`config.mk`:
```
export PLATFORM = sky130hd
export DESIGN_NAME = io_cond
export DESIGN_NICKNAME = d
export VERILOG_FILES = /design/src/logic/io_cond.v /design/src/logic/in_cond.v /design/src/logic/out_cond.v
export VERILOG_INCLUDE_DIRS = /design/src /design/src/logic
export SDC_FILE = /design/constraint.sdc
export NUM_CORES = 2
export LEC_CHECK = 0
export BUFFER_PORTS_ARGS = -buffer_cell sky130_fd_sc_hd__buf_2
export CAP_MARGIN = 25
export CORE_MARGIN = 3
export CORE_UTILIZATION = 44
export CTS_CLUSTER_DIAMETER = 40
export DETAILED_ROUTE_END_ITERATION = 8
export PLACE_DENSITY = 0.69
export SLEW_MARGIN = 20
export SYNTH_ARGS = -nofsm -noshare
export SYNTH_HDL_FRONTEND = slang
export SYNTH_SLANG_ARGS = --single-unit
```
`constraint.sdc`:
```
create_clock -name pclk -period 6.8 [get_ports pclk]
set_input_delay 0.34 -clock pclk [delete_from_list [all_inputs] [get_ports pclk]]
set_output_delay 0.34 -clock pclk [all_outputs]
set_load 0.005 [all_outputs]
```
`src/logic/io_cond_defs.vh`:
```
// Constants for the configurable discrete I/O conditioning block.
// Assumes the includer uses byte addresses on an APB bus with 32-bit data.
`ifndef IO_COND_DEFS_VH
`define IO_COND_DEFS_VH
// ==========================================
// Sizes
`define N_IN 4
`define N_OUT 4
`define N_VFUNC 16
// ==========================================
// Register byte offsets (one word per port, ports in ascending words)
`define OFF_IN_CFG 8'h00
`define OFF_OUT_CFG 8'h10
`define OFF_ON_DLY 8'h20
`define OFF_OFF_DLY 8'h30
`define OFF_CHOP_HOLD 8'h40
`define OFF_MAN_TIME 8'h50
`define OFF_STATUS 8'h54
// ==========================================
// Input config fields
`define IN_POL 0
`define IN_TOG 1
`define IN_SEL_LO 4
// Output config fields
`define OUT_SEL_LO 0
`define OUT_TOG 4
`define OUT_ON_EN 5
`define OUT_OFF_EN 6
`define OUT_POL 7
`define OUT_CHOP_LO 8
// Chopping codes: 1..7 are fixed patterns
`define CHOP_FULL 4'h0
`define CHOP_MANUAL 4'h8
// ==========================================
// Reset values
`define CFG_RST 32'h0000_0000
`define MAN_TIME_RST 32'h0014_0014
// ==========================================
// Timing
`define TICK_US 100
`define CLK_PERIOD_NS 4
`endif

```
`src/logic/io_cond.v`:
```
// Top of the configurable discrete I/O conditioning block with APB registers.
// Assumes vfunc_out comes from logic on pclk; in_pin comes from outside.
`timescale 1ns/1ns
`default_nettype none
`include "io_cond_defs.vh"
module io_cond #(
   parameter TICK_CYCLES = `TICK_US * 1000 / `CLK_PERIOD_NS
) (
   input wire pclk,
   input wire presetn,
   input wire ce,
   input wire psel,
   input wire penable,
   input wire pwrite,
   input wire [7:0] paddr,
   input wire [31:0] pwdata,
   output wire [31:0] prdata,
   output wire pready,
   output wire pslverr,
   input wire [3:0] in_pin,
   output wire [15:0] vfunc_in,
   input wire [15:0] vfunc_out,
   output wire [3:0] out_pin
);
   // ==========================================
   // Constants
   // Ticks in one millisecond, for the fixed chopping patterns
   localparam integer TICKS_PER_MS = 1000 / `TICK_US;
   // Last prescaler count; cut to the 16-bit prescaler on purpose,
   // so a TICK_CYCLES above 65536 is not supported
   localparam [31:0] TICK_LAST_W = TICK_CYCLES - 1;
   localparam [15:0] TICK_LAST = TICK_LAST_W[15:0];

   // ==========================================
   // Register storage
   reg [31:0] in_cfg_q [0:3]; // Input polarity, toggle, route
   reg [31:0] out_cfg_q [0:3]; // Output route and stage selects
   reg [15:0] on_dly_q [0:3]; // On-delay counts
   reg [15:0] off_dly_q [0:3]; // Off-delay counts
   reg [15:0] hold_q [0:3]; // Chopping full-on hold counts
   reg [31:0] man_time_q; // Manual chopping off and on ticks
   reg [31:0] prdata_q; // Read data
   reg pready_q; // Access phase completion
   reg pslverr_q; // Unmapped access flag
   reg [15:0] tick_ctr_q; // Prescaler
   reg tick_q; // 100 us pulse
   reg [15:0] vin_q; // Virtual input area
   reg [3:0] slot_q; // Physical output area
   wire [3:0] phys_in; // Physical input area
   wire [3:0] pol_out; // Polarity results of output chains
   wire [3:0] chop_out; // Chopping results, registered
   wire [1:0] port; // Port within a group
   wire acc_end; // Completing access edge
   integer i; // Reset loop index
   integer k; // Routing loop index

   assign port = paddr[3:2];
   assign acc_end = psel & penable & pready_q;
   assign prdata = prdata_q;
   assign pready = pready_q;
   assign pslverr = pslverr_q;
   assign vfunc_in = vin_q;
   assign out_pin = chop_out;

   // ==========================================
   // Address decode
   function mapped;
      input [7:0] a;
      input wr;
      begin
         mapped = (a[1:0] == 2'b00) &&
            ((a < `OFF_MAN_TIME) || (a == `OFF_MAN_TIME) ||
            ((a == `OFF_STATUS) && !wr));
      end
   endfunction

   // Read data for a word
   function [31:0] rd_word;
      input [7:0] a;
      input [1:0] p;
      begin
         rd_word = 32'h0000_0000;
         case (a[7:4])
            4'h0: rd_word = in_cfg_q[p];
            4'h1: rd_word = out_cfg_q[p];
            4'h2: rd_word = {16'h0000, on_dly_q[p]};
            4'h3: rd_word = {16'h0000, off_dly_q[p]};
            4'h4: rd_word = {16'h0000, hold_q[p]};
            4'h5: begin
               if (a == `OFF_MAN_TIME) begin
                  rd_word = man_time_q;
               end else begin
                  // Block state: input area, pins, virtual inputs
                  rd_word = {8'h00, vin_q, chop_out, phys_in};
               end
            end
            default: rd_word = 32'h0000_0000;
         endcase
      end
   endfunction

   // ==========================================
   // APB slave: one wait state, writes land at the completing edge
   always @(posedge pclk or negedge presetn) begin
      if (!presetn) begin
         pready_q <= 1'b0;
         pslverr_q <= 1'b0;
         prdata_q <= 32'h0000_0000;
      end else if (ce) begin
         // Ready rises for one cycle in the access phase
         pready_q <= psel & penable & ~pready_q;
         // Error stands with ready only, never into the idle cycles after
         pslverr_q <= psel & penable & ~pready_q & ~mapped(paddr, pwrite);
         if (psel && penable && !pready_q) begin
            if (!pwrite && mapped(paddr, 1'b0)) begin
               prdata_q <= rd_word(paddr, port);
            end else begin
               prdata_q <= 32'h0000_0000;
            end
         end
      end
   end

   // Register writes
   always @(posedge pclk or negedge presetn) begin
      if (!presetn) begin
         for (i = 0; i < `N_OUT; i = i + 1) begin
            in_cfg_q[i] <= `CFG_RST;
            out_cfg_q[i] <= `CFG_RST;
            on_dly_q[i] <= 16'h0000;
            off_dly_q[i] <= 16'h0000;
            hold_q[i] <= 16'h0000;
         end
         man_time_q <= `MAN_TIME_RST;
      end else if (ce && acc_end && pwrite && !pslverr_q) begin
         case (paddr[7:4])
            4'h0: in_cfg_q[port] <= pwdata;
            4'h1: out_cfg_q[port] <= pwdata;
            4'h2: on_dly_q[port] <= pwdata[15:0];
            4'h3: off_dly_q[port] <= pwdata[15:0];
            4'h4: hold_q[port] <= pwdata[15:0];
            4'h5: begin
               if (paddr == `OFF_MAN_TIME) begin
                  man_time_q <= pwdata;
               end
            end
            default: begin
               // Nothing else is writable
            end
         endcase
      end
   end

   // ==========================================
   // Shared 100 us tick prescaler
   always @(posedge pclk or negedge presetn) begin
      if (!presetn) begin
         tick_ctr_q <= 16'h0000;
         tick_q <= 1'b0;
      end else if (ce) begin
         if (tick_ctr_q >= TICK_LAST) begin
            tick_ctr_q <= 16'h0000;
            tick_q <= 1'b1;
         end else begin
            tick_ctr_q <= tick_ctr_q + 16'h0001;
            tick_q <= 1'b0;
         end
      end
   end

   // ==========================================
   // Input conditioning, one instance per pin
   genvar g;
   generate
      for (g = 0; g < `N_IN; g = g + 1) begin : gin
         in_cond u_in (
            .pclk(pclk),
            .presetn(presetn),
            .ce(ce),
            .pin(in_pin[g]),
            .pol_rev(in_cfg_q[g][`IN_POL]),
            .tog_en(in_cfg_q[g][`IN_TOG]),
            .cond_out(phys_in[g])
         );
      end
   endgenerate

   // Route physical inputs to virtual inputs and virtual outputs to slots
   always @(posedge pclk or negedge presetn) begin
      if (!presetn) begin
         vin_q <= 16'h0000;
         slot_q <= 4'h0;
      end else if (ce) begin
         for (k = 0; k < `N_VFUNC; k = k + 1) begin
            vin_q[k] <= |(phys_in & {
               in_cfg_q[3][`IN_SEL_LO+3:`IN_SEL_LO] == k[3:0],
               in_cfg_q[2][`IN_SEL_LO+3:`IN_SEL_LO] == k[3:0],
               in_cfg_q[1][`IN_SEL_LO+3:`IN_SEL_LO] == k[3:0],
               in_cfg_q[0][`IN_SEL_LO+3:`IN_SEL_LO] == k[3:0]});
         end
         for (k = 0; k < `N_OUT; k = k + 1) begin
            slot_q[k] <= vfunc_out[out_cfg_q[k][`OUT_SEL_LO+3:`OUT_SEL_LO]];
         end
      end
   end

   // ==========================================
   // Fixed pattern on/off times in ms
   function [7:0] pat_ms;
      input [3:0] mode;
      input on_ph;
      begin
         case (mode)
            4'h1: pat_ms = on_ph ? 8'h08 : 8'h04;
            4'h2: pat_ms = on_ph ? 8'h04 : 8'h02;
            4'h3: pat_ms = on_ph ? 8'h04 : 8'h04;
            4'h4: pat_ms = on_ph ? 8'h02 : 8'h02;
            4'h5: pat_ms = on_ph ? 8'h02 : 8'h04;
            4'h6: pat_ms = on_ph ? 8'h02 : 8'h0A;
            4'h7: pat_ms = on_ph ? 8'h02 : 8'h16;
            default: pat_ms = 8'h01;
         endcase
      end
   endfunction

   // ==========================================
   // Output chains: stages, then chopping per slot
   generate
      for (g = 0; g < `N_OUT; g = g + 1) begin : gout
         reg [15:0] hold_ctr_q; // Ticks of the full-on hold
         reg [15:0] ph_ctr_q; // Ticks in the current phase
         reg phase_q; // High while in the on phase
         reg pin_q; // Pin drive
         reg [15:0] ph_len; // Length of the current phase
         reg pin_d; // Next pin drive
         wire [3:0] mode; // Chopping selection
         wire [31:0] pat_full; // Pattern length of the current phase in ticks
         wire in_hold; // Full-on hold still running

         assign mode = out_cfg_q[g][`OUT_CHOP_LO+3:`OUT_CHOP_LO];
         assign pat_full = pat_ms(mode, phase_q) * TICKS_PER_MS;
         assign in_hold = hold_ctr_q < hold_q[g];
         assign chop_out[g] = pin_q;

         out_cond u_out (
            .pclk(pclk),
            .presetn(presetn),
            .ce(ce),
            .tick(tick_q),
            .sig_in(slot_q[g]),
            .tog_en(out_cfg_q[g][`OUT_TOG]),
            .on_en(out_cfg_q[g][`OUT_ON_EN]),
            .off_en(out_cfg_q[g][`OUT_OFF_EN]),
            .pol_rev(out_cfg_q[g][`OUT_POL]),
            .on_cnt(on_dly_q[g]),
            .off_cnt(off_dly_q[g]),
            .sig_out(pol_out[g])
         );

         // Phase length: manual times or a fixed pattern
         always @* begin
            if (mode == `CHOP_MANUAL) begin
               ph_len = phase_q ? man_time_q[15:0] : man_time_q[31:16];
            end else begin
               ph_len = pat_full[15:0];
            end
            if (mode == `CHOP_FULL || !pol_out[g]) begin
               pin_d = pol_out[g];
            end else if (in_hold) begin
               pin_d = 1'b1;
            end else begin
               pin_d = phase_q;
            end
         end

         // Chopping counters
         always @(posedge pclk or negedge presetn) begin
            if (!presetn) begin
               hold_ctr_q <= 16'h0000;
               ph_ctr_q <= 16'h0000;
               phase_q <= 1'b1;
               pin_q <= 1'b0;
            end else if (ce) begin
               pin_q <= pin_d;
               if (mode == `CHOP_FULL || !pol_out[g]) begin
                  // Restart the hold each time the signal asserts
                  hold_ctr_q <= 16'h0000;
                  ph_ctr_q <= 16'h0000;
                  phase_q <= 1'b1;
               end else if (tick_q) begin
                  if (in_hold) begin
                     hold_ctr_q <= hold_ctr_q + 16'h0001;
                  end else if (ph_ctr_q + 16'h0001 >= ph_len) begin
                     ph_ctr_q <= 16'h0000;
                     phase_q <= ~phase_q;
                  end else begin
                     ph_ctr_q <= ph_ctr_q + 16'h0001;
                  end
               end
            end
         end
      end
   endgenerate
endmodule // io_cond
`default_nettype wire

```
`src/logic/in_cond.v`:
```
// One physical input: pin synchroniser, polarity stage, toggle stage.
// Assumes the pin is asynchronous to pclk and tick-free (no timing here).
`timescale 1ns/1ns
`default_nettype none
module in_cond (
   input wire pclk,
   input wire presetn,
   input wire ce,
   input wire pin,
   input wire pol_rev,
   input wire tog_en,
   output wire cond_out
);
   reg sync1_q; // First synchroniser stage, read only by sync2_q
   reg sync2_q; // Synchronised pin level
   reg prev_q; // Polarity result of last cycle, for edge detect
   reg tog_q; // Toggle state
   reg out_q; // Conditioned result
   wire pol_sig; // Polarity stage result
   wire cond_d; // Behaviour stage result

   assign pol_sig = sync2_q ^ pol_rev;
   assign cond_d = tog_en ? tog_q : pol_sig;
   assign cond_out = out_q;

   // ==========================================
   // Synchroniser, toggle and output register
   always @(posedge pclk or negedge presetn) begin
      if (!presetn) begin
         sync1_q <= 1'b0;
         sync2_q <= 1'b0;
         prev_q <= 1'b0;
         tog_q <= 1'b0;
         out_q <= 1'b0;
      end else if (ce) begin
         sync1_q <= pin;
         sync2_q <= sync1_q;
         prev_q <= pol_sig;
         // Flip on each rising edge of the polarity result; held off while
         // toggling is not selected, so it always starts from off
         if (!tog_en) begin
            tog_q <= 1'b0;
         end else if (pol_sig && !prev_q) begin
            tog_q <= ~tog_q;
         end
         out_q <= cond_d;
      end
   end
endmodule // in_cond
`default_nettype wire

```
`src/logic/out_cond.v`:
```
// One output slot: toggle, on-delay, off-delay and polarity stages.
// Assumes tick is a one-cycle pulse every 100 us on pclk.
`timescale 1ns/1ns
`default_nettype none
module out_cond (
   input wire pclk,
   input wire presetn,
   input wire ce,
   input wire tick,
   input wire sig_in,
   input wire tog_en,
   input wire on_en,
   input wire off_en,
   input wire pol_rev,
   input wire [15:0] on_cnt,
   input wire [15:0] off_cnt,
   output wire sig_out
);
   reg prev_q; // Last input, for edge detect
   reg tog_q; // Toggle state
   reg [15:0] on_ctr_q; // Ticks since stage input rose
   reg [15:0] off_ctr_q; // Ticks since stage input fell
   reg arm_q; // Off-delay extension armed
   reg out_q; // Polarity result
   wire a_sig; // Behaviour stage result
   wire b_sig; // On-delay result
   wire c_sig; // Off-delay result
   wire on_done; // On-delay elapsed
   wire off_live; // Off-delay still extending

   assign a_sig = tog_en ? tog_q : sig_in;
   assign on_done = (on_ctr_q >= on_cnt);
   assign b_sig = on_en ? (a_sig & on_done) : a_sig;
   assign off_live = arm_q & (off_ctr_q < off_cnt);
   assign c_sig = off_en ? (b_sig | off_live) : b_sig;
   assign sig_out = out_q;

   // ==========================================
   // Stage state
   always @(posedge pclk or negedge presetn) begin
      if (!presetn) begin
         prev_q <= 1'b0;
         tog_q <= 1'b0;
         on_ctr_q <= 16'h0000;
         off_ctr_q <= 16'h0000;
         arm_q <= 1'b0;
         out_q <= 1'b0;
      end else if (ce) begin
         prev_q <= sig_in;
         // Toggle starts off and turns on at the first rising edge; edges
         // seen while toggling is not selected leave no state behind
         if (!tog_en) begin
            tog_q <= 1'b0;
         end else if (sig_in && !prev_q) begin
            tog_q <= ~tog_q;
         end
         // On-delay counts ticks while the stage input stays high
         if (!a_sig) begin
            on_ctr_q <= 16'h0000;
         end else if (tick && !on_done) begin
            on_ctr_q <= on_ctr_q + 16'h0001;
         end
         // Off-delay counts ticks after the high period ends
         if (b_sig) begin
            off_ctr_q <= 16'h0000;
            arm_q <= 1'b1;
         end else if (!off_live) begin
            arm_q <= 1'b0;
         end else if (tick) begin
            off_ctr_q <= off_ctr_q + 16'h0001;
         end
         out_q <= c_sig ^ pol_rev;
      end
   end
endmodule // out_cond
`default_nettype wire

```
==> flow_metrics.py <==
metrics = {
    "floorplanning": {
        "initial_core_util_pct": 44.6,
        "fp.dieH_um": 339,
        "core-area_sq_um": 109000,
        "io_pins": 120,
        "rows": 121,
        "die_x_um": 339,
        "die_area_sq_um": 115000,
    },
    "placement": {
        "io_buffers": 119,
        "gp_congestion": 0.938,
        "hpwl_mm": 103,
    },
    "routing": {
        "drt_iter0_drc": 3629,
        "ant_nets": 0,
        "drcViolationCount": 0,
        "met2_length_mm": 61.7,
        "routedWlPerCell_um": 22.6,
        "vias_per_cell": 5.88,
        "top_layer": "met5",
        "vias": 38100,
        "dr.pass1.iters": 7,
        "wl_met1_mm": 63.6,
        "met3_length_mm": 15.3,
        "routed_wl_mm": 146,
    },
    "power": {
        "p_leak_nw": 26.5,
        "p_total_mw": 13.5,
        "seq_power_share_pct": 39.1,
        "switching_power_mw": 3.39,
        "ir_worst_vdd_uv": 248,
        "powerDensity_nw_per_um2": 241,
        "p_int_mw": 10.1,
        "comb_power_share_pct": 5.6,
        "p_clk_share_pct": 55.4,
        "switching_share_pct": 25.0,
    },
    "critical_path": {
        "critPathLaunch": "gout[0].phase_q$_DFFE_PN1P_",
        "endpoint": "gout[0].ph_ctr_q[0]$_DFFE_PN0P_",
        "reg2reg_depth": 15,
        "path_depth": 15,
        "critPathBufInv": 0,
        "path_max_fanout": 26,
        "cp-end-kind": "flop",
        "cp_slowest_cell": "a2111oi_1",
        "arrival_ps": 5350,
        "path_common_cell": "a21oi_1",
        "r2r-start": "gout[0].phase_q$_DFFE_PN1P_",
        "worstSetupPathType": "flop to flop",
        "path_cells": "nand2_1, nor3_1, o21ba_2, ha_1, fa_1, a21oi_1, nor2_1, a21oi_1, ha_1, a21oi_1, o21ai_0, a2111oi_1, nand2_1, nor2_1, mux2_2",
        "r2r-end": "gout[0].ph_ctr_q[0]$_DFFE_PN0P_",
        "cp-start-kind": "flop",
        "reg2reg_slack_ps": 2110,
        "crit_required_ps": 7460,
        "cp_top_family": "compound AO/OA/AOI/OAI gates",
        "slowest_delay_ps": 960,
    },
    "timing": {
        "max_freq_ghz": 0.213,
        "finalHoldViolations": 0,
        "slew_headroom_pct": 23.5,
        "worst_slew_pin_slew_ps": 1150,
        "fin_crit_ps": 4690,
        "finalCritPeriodShare_pct": 68.9,
        "rsz0062_at_grt": "no",
        "fin_setup_tns_ps": 0,
        "slew_viol_final": 0,
        "skew_ps": 34.3,
        "setup_viol": 0,
    },
    "finish": {
        "multi_input_area_sq_um": 25600,
        "seq_area_sq_um": 21300,
        "drive_above_1_share_pct": 20.3,
        "fillCellCount": 9667,
        "area_growth_pct": 15.3,
        "nets": 5233,
    },
    "synthesis": {
        "syn_area_sq_um": 48700,
        "yosysSeqAreaShare_pct": 43.7,
        "synth_cell_types": 88,
        "syn_area_per_cell_sq_um": 10.2,
        "synth_seq_cells": 851,
        "yosys_warnings": 0,
        "netlist_instances": 4786,
        "async_flop_share_pct": 100,
        "ys.flop_type": "dfrtp_1",
        "synth_edf_count": 0,
    },
    "cts": {
        "cts_tree": "done",
        "cts_made_buffers": 141,
        "path_clk_slew_ps": 60,
        "cts_root_buffer": "clkbuf_16",
        "htreeDepth": 4,
        "clock_path_buffers": 3,
        "cts.sink_count": 851,
        "cts.repair.resized": 0,
        "clk_latency_ps": 740,
    },
    "outcome": {
        "status": "complete, no violations",
    },
    "flow_run": {
        "drv_cap": 0,
    },
    "worst_hold_path": {
        "min_path_type": "input port to flop",
        "hold_start": "ce",
    },
    "grt": {
        "gr-total-overflow": 0,
        "grt_max_degree": 160,
        "grt_antenna_before_repair": 24,
        "grt_pass1_wl_mm": 226,
        "grt_util_all_layers_pct": 25.4,
        "grt_pass1_vias": 37100,
    },
}
[what timing repair did]
action | 4_1_cts | 5_1_grt
setup buffers | 0 | 0
setup endpoints to repair | 0 | 0
hold buffers | 21 | 0
endpoints found under the hold margin | 227 | 0
[power groups by stage]
stage	Combinational (mW)	Clock [mW]	Sequential, mW
finish	0.751	7.49	5.29
global route	0.822	7.82	5.29
CTS	0.747	7.59	5.28
detailed placement	0.734	0	5.37
global placement	0.720	0	5.37
floorplan	0.403	0	5.32
[placed cells by master (no fill, tap or decap), types with 59 or more instances in the layout]
| master | n |
|---|---|
| a21oi_1 | 218 |
| and3_1 | 73 |
| buf_2 | 116 |
| buf_4 | 59 |
| clkbuf_16 | 146 |
| dfrtp_1 | 843 |
| ha_1 | 289 |
| inv_1 | 253 |
| mux2_2 | 362 |
| mux4_2 | 132 |
| nand2_1 | 536 |
| nand3_1 | 124 |
| nand4_1 | 77 |
| nor2_1 | 288 |
| nor3_1 | 68 |
| o21ai_0 | 408 |
| xnor2_1 | 121 |
| xor2_1 | 87 |
[how the worst min path moves through the flow]
stage | end | slack [ps] | cells past startpoint
2_1_floorplan | gin[0].u_in.cond_out$_DFFE_PN0P_ | 40 | 0
4_1_cts | tick_ctr_q[1]$_DFFE_PN0P_ | 20 | 3
5_1_grt | tick_ctr_q[1]$_DFFE_PN0P_ | 70 | 3
3_5_place_dp | gout[2].u_out.off_ctr_q[8]$_DFFE_PN0P_ | 450 | 1
6_report | tick_ctr_q[1]$_DFFE_PN0P_ | 60 | 3
3_3_place_gp | gout[1].u_out.off_ctr_q[15]$_DFFE_PN0P_ | 450 | 1
[sequential cells by signal (all words and copies together) (netlist names), 16 cells and up]
register / cells
gout.hold_ctr_q: 64
gout.mode: 16
gout.ph_ctr_q: 64
gout.u_out.off_ctr_q: 64
gout.u_out.on_ctr_q: 64
hold_q: 64
in_cfg_q: 128
man_time_q: 32
off_dly_q: 64
on_dly_q: 64
out_cfg_q: 112
prdata: 32
tick_ctr_q: 16
vfunc_in: 16
[tightest hold or removal path: cells and delay by family]
kind                   cells  cell delay (ps)
AO/OA/AOI/OAI              1               50
buffers and inverters      1              210
AND/OR/NAND/NOR            1              110
[synth_stat cells, types with 20 or more instances]
cell        n  share of area, %
nand2_1   536               4.1
mux2i_1    34              0.70
nor2b_1    36              0.46
ha_1      289               7.4
nor4_1     41              0.53
a21oi_1   218               2.2
nor3_1     69              0.71
nand3_1   124               1.3
dfrtp_1   843                43
clkbuf_1  223               1.7
or3_1      27              0.35
a22oi_1    32              0.49
o31ai_1    24              0.37
a22o_1     24              0.43
xor2_1     87               1.6
o21ai_0   409               4.2
a21o_1     37              0.57
a31oi_1    28              0.36
mux2_2    362               8.4
buf_1      20              0.15
nand2b_1   39              0.50
nand4_1    77              0.99
nor2_1    303               2.3
mux4_2    132               6.1
a211oi_1   21              0.32
and2_1     23              0.30
inv_1     253               1.9
xnor2_1   121               2.2
and3_1     73              0.94
[cell type report]
class	count	share of cell area, %
inverters	254	1.70
clock buffers	166	6.85
multi-input cells	3414	45.5
well taps	1476	3.29
clock inverters	95	2.02
repair buffers	212	2.71
diodes	9	0.0401
flip-flops and latches	851	37.9
[layer usage]
metal | track usage (%) | up-vias
met5 | 0 | -
met4 | 10.0 | 24
met3 | 8.18 | 326
met2 | 36.3 | 1484
met1 | 35.7 | 18900
li1 | - | 17300
[metrics by stage]
step | cell area (sq um) | cells | hold WS, ps | setup slack (ps) | utilization (%)
floorplan | 48700 | 4789 | 44.4 | 2740 | -
global placement | 50800 | 6174 | 446 | 2200 | 46.5
detailed placement | 50900 | 6182 | 449 | 2130 | 46.6
CTS | 56100 | 6464 | 23.0 | 2120 | 51.4
global route | 56200 | 6469 | 69.0 | 1590 | 51.4
finish | 56200 | 6477 | 61.6 | 2110 | 51.4
[cells by family after synthesis]
group / after synthesis / share of synthesized area [%]
muxes: 528 / 15.2
and+or+nand+nor: 1445 / 14.1
other: 1 / 0.00770
xor gates and xnor gates: 208 / 3.74
buffers and inverters: 524 / 4.15
adders and majority gates: 293 / 7.58
DFF: 851 / 43.7
AOI/OAI and AO/OA: 936 / 11.5
No activity file was read; power rests on OpenSTA's default activity.
